## src/hw/gis_pkg.sv

```systemverilog
`default_nettype none
package gis_pkg;
	localparam int          GIS_ADDR_W        = 8;
	localparam int          GIS_DATA_W        = 8;
	localparam int          GIS_PINS          = 3;
	localparam int          GIS_SYM_W         = 10;
	localparam int          GIS_SYM_LOW_W     = 8;
	localparam int          GIS_SYM_HIGH_W    = GIS_SYM_W - GIS_SYM_LOW_W;
	// Register offsets
	localparam logic [7:0]  GIS_OFF_PIN2_CFG  = 8'h04;
	localparam logic [7:0]  GIS_OFF_IN_LEVELS = 8'h05;
	localparam logic [7:0]  GIS_OFF_OUT_VALS  = 8'h06;
	localparam logic [7:0]  GIS_OFF_IDLE_LOW  = 8'h0d;
	localparam logic [7:0]  GIS_OFF_IDLE_HIGH = 8'h0e;
	// Field positions
	localparam int          GIS_BIT_DRIVE_EN  = 0;
	localparam int          GIS_PIN_DRIVEN    = 2;
	// Reset values
	localparam logic        GIS_RST_DRIVE_EN  = 1'h1;
	localparam logic [7:0]  GIS_RST_IDLE_LOW  = 8'h83;
	localparam logic [1:0]  GIS_RST_IDLE_HIGH = 2'h2;
	localparam logic [2:0]  GIS_RST_OUT_VALS  = 3'h0;
	localparam logic [7:0]  GIS_ZERO_BYTE     = 8'h00;
endpackage
`default_nettype wire

```

## src/hw/gis_pin_sync.sv

```systemverilog
`default_nettype none
module gis_pin_sync
	import gis_pkg::*;
#(
	parameter int WIDTH = GIS_PINS
) (
	input  wire logic             clk,      // Register clock
	input  wire logic             rst_n,    // Synchronised reset
	input  wire logic             ce,       // Clock enable
	input  wire logic [WIDTH-1:0] pin_in,   // Raw pin levels
	output logic      [WIDTH-1:0] level_q   // Filtered levels
);
	genvar g;
	generate
		for (g = 0; g < WIDTH; g++) begin : g_pin
			logic s1_q;
			logic s2_q;
			logic s3_q;
			// Level only moves once stages two and three agree
			always_ff @(posedge clk or negedge rst_n) begin
				if (!rst_n) begin
					s1_q <= 1'b0;
					s2_q <= 1'b0;
					s3_q <= 1'b0;
					level_q[g] <= 1'b0;
				end else if (ce) begin
					s1_q <= pin_in[g];
					s2_q <= s1_q;
					s3_q <= s2_q;
					if (s2_q == s3_q) begin
						level_q[g] <= s3_q;
					end
				end
			end
		end
	endgenerate
endmodule
`default_nettype wire

```

## src/hw/gis_regs.sv

```systemverilog
// Contract
// RL1: Pin two floats at drive-enable 0, driven at 1; resets to 1.
// RL2: Input register returns levels of input pins, bit n for pin n.
// RL3: Output-configured pins are driven from matching output-register bit.
// RL4: In asynchronous mode, idle-character symbols are recognised as filler.
// RL5: Idle character defaults to K28.5 and is software redefinable.
// RL6: Low idle register holds bits 7..0 (83h); high holds 9..8 (2).
// RL7: Software disables driver for input use, input buffer for output use.
// RL8: Reserved bits and addresses read zero and ignore writes.
`default_nettype none
module gis_regs
	import gis_pkg::*;
(
	input  wire logic                  clk,           // 20 MHz register clock
	input  wire logic                  arst_n,        // Async reset, low
	input  wire logic                  ce,            // Clock enable
	input  wire logic [GIS_ADDR_W-1:0] reg_addr,      // Register address
	input  wire logic                  reg_wr,        // Write strobe
	input  wire logic [GIS_DATA_W-1:0] reg_wdata,     // Write data
	input  wire logic                  reg_rd,        // Read strobe
	output logic      [GIS_DATA_W-1:0] reg_rdata_q,   // Read data
	output logic                       reg_rvalid_q,  // Read data valid
	input  wire logic [GIS_PINS-1:0]   pin_in_mode,   // Pin used as input
	input  wire logic [GIS_PINS-1:0]   pin_out_mode,  // Pin used as output
	input  wire logic [GIS_PINS-1:0]   pin_i,         // Pin levels in
	output logic      [GIS_PINS-1:0]   pin_o_q,       // Pin levels out
	output logic      [GIS_PINS-1:0]   pin_oe_q,      // Pin drive enables
	input  wire logic                  asi_mode,      // Asynchronous mode
	input  wire logic [GIS_SYM_W-1:0]  sym_in,        // Decoded symbol
	input  wire logic                  sym_valid,     // Symbol strobe
	output logic                       idle_hit_q,    // Filler seen pulse
	output logic      [GIS_SYM_W-1:0]  payload_q,     // Payload symbol
	output logic                       payload_vld_q, // Payload pulse
	output logic      [GIS_SYM_W-1:0]  idle_sym_q     // Active idle char
);
	logic                      rst_a_q;
	logic                      rst_n;
	logic                      drive_en_q;
	logic [GIS_PINS-1:0]       out_vals_q;
	logic [GIS_SYM_LOW_W-1:0]  idle_low_q;
	logic [GIS_SYM_HIGH_W-1:0] idle_high_q;
	logic [GIS_PINS-1:0]       in_level;
	logic [GIS_DATA_W-1:0]     rdata_d;
	logic [GIS_SYM_W-1:0]      idle_char;
	logic [GIS_PINS-1:0]       oe_d;
	wire                       wr_cfg;
	wire                       wr_out;
	wire                       wr_low;
	wire                       wr_high;
	wire                       sym_is_idle;

	function automatic logic hit(input logic [GIS_ADDR_W-1:0] a,
		input logic [GIS_ADDR_W-1:0] off);
		hit = (a == off);
	endfunction

	// Two-stage reset release
	always_ff @(posedge clk or negedge arst_n) begin
		if (!arst_n) begin
			rst_a_q <= 1'b0;
			rst_n   <= 1'b0;
		end else begin
			rst_a_q <= 1'b1;
			rst_n   <= rst_a_q;
		end
	end

	gis_pin_sync #(
		.WIDTH(GIS_PINS)
	) u_sync (
		.clk    (clk),
		.rst_n  (rst_n),
		.ce     (ce),
		.pin_in (pin_i),
		.level_q(in_level)
	);

	// RL8 unmapped writes dropped
	assign wr_cfg  = reg_wr && hit(reg_addr, GIS_OFF_PIN2_CFG);
	assign wr_out  = reg_wr && hit(reg_addr, GIS_OFF_OUT_VALS);
	assign wr_low  = reg_wr && hit(reg_addr, GIS_OFF_IDLE_LOW);
	assign wr_high = reg_wr && hit(reg_addr, GIS_OFF_IDLE_HIGH);

	// RL6 idle character assembly
	assign idle_char = {idle_high_q, idle_low_q};

	// RL8 read mux, reserved as zero
	always_comb begin
		rdata_d = GIS_ZERO_BYTE;
		if (hit(reg_addr, GIS_OFF_PIN2_CFG)) begin
			rdata_d[GIS_BIT_DRIVE_EN] = drive_en_q;
		end else if (hit(reg_addr, GIS_OFF_IN_LEVELS)) begin
			// RL2 only input-mode pins
			rdata_d[GIS_PINS-1:0] = in_level & pin_in_mode;
		end else if (hit(reg_addr, GIS_OFF_OUT_VALS)) begin
			rdata_d[GIS_PINS-1:0] = out_vals_q;
		end else if (hit(reg_addr, GIS_OFF_IDLE_LOW)) begin
			rdata_d = idle_low_q;
		end else if (hit(reg_addr, GIS_OFF_IDLE_HIGH)) begin
			rdata_d[GIS_SYM_HIGH_W-1:0] = idle_high_q;
		end
	end

	// RL1 pin two follows drive-enable; others follow output mode
	always_comb begin
		oe_d = pin_out_mode;
		oe_d[GIS_PIN_DRIVEN] = drive_en_q;
	end

	// RL4 filler match only in asynchronous mode
	assign sym_is_idle = asi_mode && (sym_in == idle_char);

	always_ff @(posedge clk or negedge rst_n) begin
		if (!rst_n) begin
			// RL5 default idle is K28.5
			drive_en_q  <= GIS_RST_DRIVE_EN;
			out_vals_q  <= GIS_RST_OUT_VALS;
			idle_low_q  <= GIS_RST_IDLE_LOW;
			idle_high_q <= GIS_RST_IDLE_HIGH;
		end else if (ce) begin
			if (wr_cfg) begin
				drive_en_q <= reg_wdata[GIS_BIT_DRIVE_EN];
			end
			if (wr_out) begin
				out_vals_q <= reg_wdata[GIS_PINS-1:0];
			end
			// RL5 software redefinition
			if (wr_low) begin
				idle_low_q <= reg_wdata;
			end
			if (wr_high) begin
				idle_high_q <= reg_wdata[GIS_SYM_HIGH_W-1:0];
			end
		end
	end

	always_ff @(posedge clk or negedge rst_n) begin
		if (!rst_n) begin
			reg_rdata_q  <= GIS_ZERO_BYTE;
			reg_rvalid_q <= 1'b0;
		end else if (ce) begin
			reg_rvalid_q <= reg_rd;
			if (reg_rd) begin
				reg_rdata_q <= rdata_d;
			end
		end
	end

	// RL3 output buffers from register
	always_ff @(posedge clk or negedge rst_n) begin
		if (!rst_n) begin
			pin_o_q  <= GIS_RST_OUT_VALS;
			pin_oe_q <= {GIS_PINS{1'b0}};
		end else if (ce) begin
			pin_o_q  <= out_vals_q & pin_out_mode;
			pin_oe_q <= oe_d;
		end
	end

	// RL4 split filler from payload
	always_ff @(posedge clk or negedge rst_n) begin
		if (!rst_n) begin
			idle_hit_q    <= 1'b0;
			payload_vld_q <= 1'b0;
			payload_q     <= {GIS_SYM_W{1'b0}};
			idle_sym_q    <= {GIS_SYM_W{1'b0}};
		end else if (ce) begin
			idle_hit_q    <= sym_valid && sym_is_idle;
			payload_vld_q <= sym_valid && !sym_is_idle;
			idle_sym_q    <= idle_char;
			if (sym_valid && !sym_is_idle) begin
				payload_q <= sym_in;
			end
		end
	end
endmodule
`default_nettype wire

```

## config.mk

```make
export PLATFORM = sky130hd
export DESIGN_NAME = gis_regs
export DESIGN_NICKNAME = d
export VERILOG_FILES = /design/src/hw/gis_pkg.sv /design/src/hw/gis_pin_sync.sv /design/src/hw/gis_regs.sv
export SDC_FILE = /design/constraint.sdc
export NUM_CORES = 1
export LEC_CHECK = 0
export ABC_AREA = 1
export ABC_CLOCK_PERIOD_IN_PS = 2350
export CORE_ASPECT_RATIO = 1.2
export CORE_MARGIN = 3
export CORE_UTILIZATION = 60
export DETAILED_ROUTE_END_ITERATION = 8
export DONT_BUFFER_PORTS = 1
export PLACE_DENSITY = 0.76
export SYNTH_ARGS = -nofsm -noshare
export SYNTH_HDL_FRONTEND = slang
export SYNTH_HIERARCHICAL = 1
export SYNTH_SLANG_ARGS = --single-unit
```

## constraint.sdc

```tcl
create_clock -name clk -period 2.35 [get_ports clk]
set_input_delay 0.47 -clock clk [delete_from_list [all_inputs] [get_ports clk]]
set_output_delay 0.47 -clock clk [all_outputs]
set_load 0.005 [all_outputs]
```

==> impl_metrics.tcl <==
set metrics [dict create \
    layout_commonest_cell "nand2_1" \
    drc 0 \
    dp_cells 400 \
    reg2reg_from "idle_low_q[7]" \
    crit_type "reg -> reg" \
    yosysSeqAreaShare 0.555 \
    tns_ns 0 \
    ant_nets 0 \
    cts.clk_slew.worst_paths_ns 0.07 \
    place.gp.congestion 0.803 \
    die-area_um2 5790 \
    grtUsageTotal 0.220 \
    cp_max_fo 12 \
    finalSetupViolations 0 \
    port_buffers 0 \
    fin_crit_ns 1.57 \
    crit_chain "inv_2, nand2_1, nand2_1, nand3b_1, nor2_2, nand2_2, nand2_2, o21ai_1" \
    cap_violations 0 \
    synthCells 351 \
    avgViaCountPerCell 5.23 \
    gr-total-overflow 0 \
    wire_per_inst_um 14.5 \
    cp-start-kind "flip-flop" \
    final_nets 396 \
    root_buffer "clkbuf_8" \
    synth_nets 393 \
    worstHoldPathType "in -> reg" \
    crit_start "idle_low_q[7]" \
    arrival_ns 1.79 \
    fin_util 0.668 \
    skew_ns 0.00724 \
    grt_pass1_wl_mm 9.69 \
    floorplan.initialDensity 0.632 \
    drt-total-wl_mm 6.00 \
    status "completed" \
    worst_pin_slew_ns 0.563 \
    hold_violations 0 \
    ioPinCount 79 \
    syn_area_per_cell_um2 8.39 \
    drt_iter0_markers 115 \
    max_clock_freq_ghz 0.637 \
    cts_tree "done" \
    grt_max_degree 58 \
    slew_headroom 0.624 \
    crit_path_end_kind "flip-flop" \
    cp_num_buf_inv 1 \
    cp_slowest_cell "dfstp_2" \
    area_growth_pct 5.82 \
    p_per_area_nw_per_um2 702 \
    numCtsBuffers 9 \
    layout_common_cells "nand2_1, dfrtp_1, inv_1, nor2_1, nand3_1" \
    post_cts_buffers 0 \
    power.leakage_uw 0.00159 \
    ys_types 28 \
    yosys_warnings 6 \
    clock-sinks 65 \
    die_x_um 69.9 \
    drive_gt1_frac 0.109 \
    hold_start "ce" \
    finalMaxSlewViolations 0 \
    vias 2170 \
    cpLargestDelayFamily "simple AND/OR/NAND/NOR gates" \
    dp_hpwl_mm 4.40 \
    cts_buffer_depth 2 \
    ctsResizeCount 0 \
    grt_antenna_before_repair 0 \
    hold_buffers 1 \
    grt_pass1_vias 2012 \
    synth-seq-cells 65 \
    critPathRequiredTime_ns 2.57 \
    clk_latency_ns 0.33 \
    htreeDepth 3 \
    final.period_utilization 0.668 \
    rsz0062_at_grt "no" \
    rows 27 \
    coreArea_um2 4660 \
    synth_area_um2 2940 \
    diodes 0 \
    n_fill_cell 392 \
    slowest_delay_ns 0.54 \
    dr.pass1.iters 4 \
    stdcell_count 415 \
    die_height_um 82.7 \
    max-vdd-ir-drop_mv 0.452 \
]
## cell families after synthesis
logic type,Yosys count,synth area share
compound gates,50,0.0952
flops,65,0.555
mux,4,0.0153
simple gates,167,0.238
other cells,1,0.00127
xor+xnor,1,0.00298
buf+inv,63,0.0922
## per-layer routing
layer  vias up  share of wire  track usage
li1       1100              -            -
met3        10          0.069       0.0726
met2        61           0.49        0.366
met5         -              0            0
met1       999           0.42        0.262
met4         0          0.017       0.0996
## where the power goes
| group | switching (uW) | internal, uW |
|---|---|---|
| logic | 102 | 61.2 |
| clock network | 403 | 361 |
| registers | 61.8 | 1200 |
## through the flow
step                      power (uW)  setup slack (ns)  instance area, um^2  hold slack (ns)
after CTS                       2210             0.762                 3120            0.193
after detailed placement        1440             0.777                 2960            0.174
after floorplan                 1410             0.415                 2940            0.174
final                           2190             0.781                 3120            0.208
after global placement          1430             0.788                 2960            0.174
after global routing            2290             0.620                 3120            0.200
## synthesized netlist by cell type
| master | count | share of area |
|---|---|---|
| nand2_1 | 103 | 0.13 |
| dfrtp_1 | 60 | 0.51 |
| inv_1 | 49 | 0.062 |
| nor2_1 | 29 | 0.037 |
| nand3_1 | 20 | 0.034 |
| o21ai_0 | 17 | 0.029 |
| a21oi_1 | 15 | 0.025 |
| o21ai_1 | 6 | 0.010 |
| dfstp_2 | 5 | 0.045 |
| o31ai_1 | 5 | 0.013 |
| buf_2 | 4 | 0.0068 |
| buf_6 | 4 | 0.015 |
| mux2_2 | 4 | 0.015 |
| nand4_1 | 4 | 0.0085 |
| a21oi_2 | 3 | 0.0089 |
| clkbuf_1 | 3 | 0.0038 |
| inv_2 | 3 | 0.0038 |
| o22ai_1 | 3 | 0.0064 |
| nand2_2 | 2 | 0.0042 |
| nor2_2 | 2 | 0.0042 |
| nor2_4 | 2 | 0.0076 |
| nor3_1 | 2 | 0.0034 |
| conb_1 | 1 | 0.0013 |
| nand3_2 | 1 | 0.0034 |
| nand3b_1 | 1 | 0.0026 |
| o211ai_1 | 1 | 0.0026 |
| or2_1 | 1 | 0.0021 |
| xnor2_1 | 1 | 0.0030 |
## registers in the layout, indices dropped and copies added (netlist names), 8 cells and up
register / flops
idle_sym_q: 10
payload_q: 10
idle_low_q: 8
reg_rdata_q: 8
## final timing paths
kind / to / slack (ns) / depth (start not counted)
setup / recovery: payload_vld_q / 0.78 / 8
hold / removal: u_sync/g_pin[0].s3_q / 0.21 / 1
setup reg to reg: payload_vld_q / 0.78 / 8
hold reg to reg: idle_sym_q[9] / 0.26 / 0
max in group asynchronous: idle_low_q[7] / 1.35 / 1
min in group asynchronous: idle_sym_q[9] / 0.26 / 0
## area by class of cell
class	instances	area (um^2)	area share
Clock inverter	5	25.0	0.00803
Multi-Input combinational cell	223	1040	0.334
Timing Repair Buffer	3	25.0	0.00803
Inverter	52	195	0.0627
Tap cell	58	72.6	0.0233
Sequential cell	65	1630	0.524
Clock buffer	9	124	0.0398
Power figures use the tool's default switching activity.
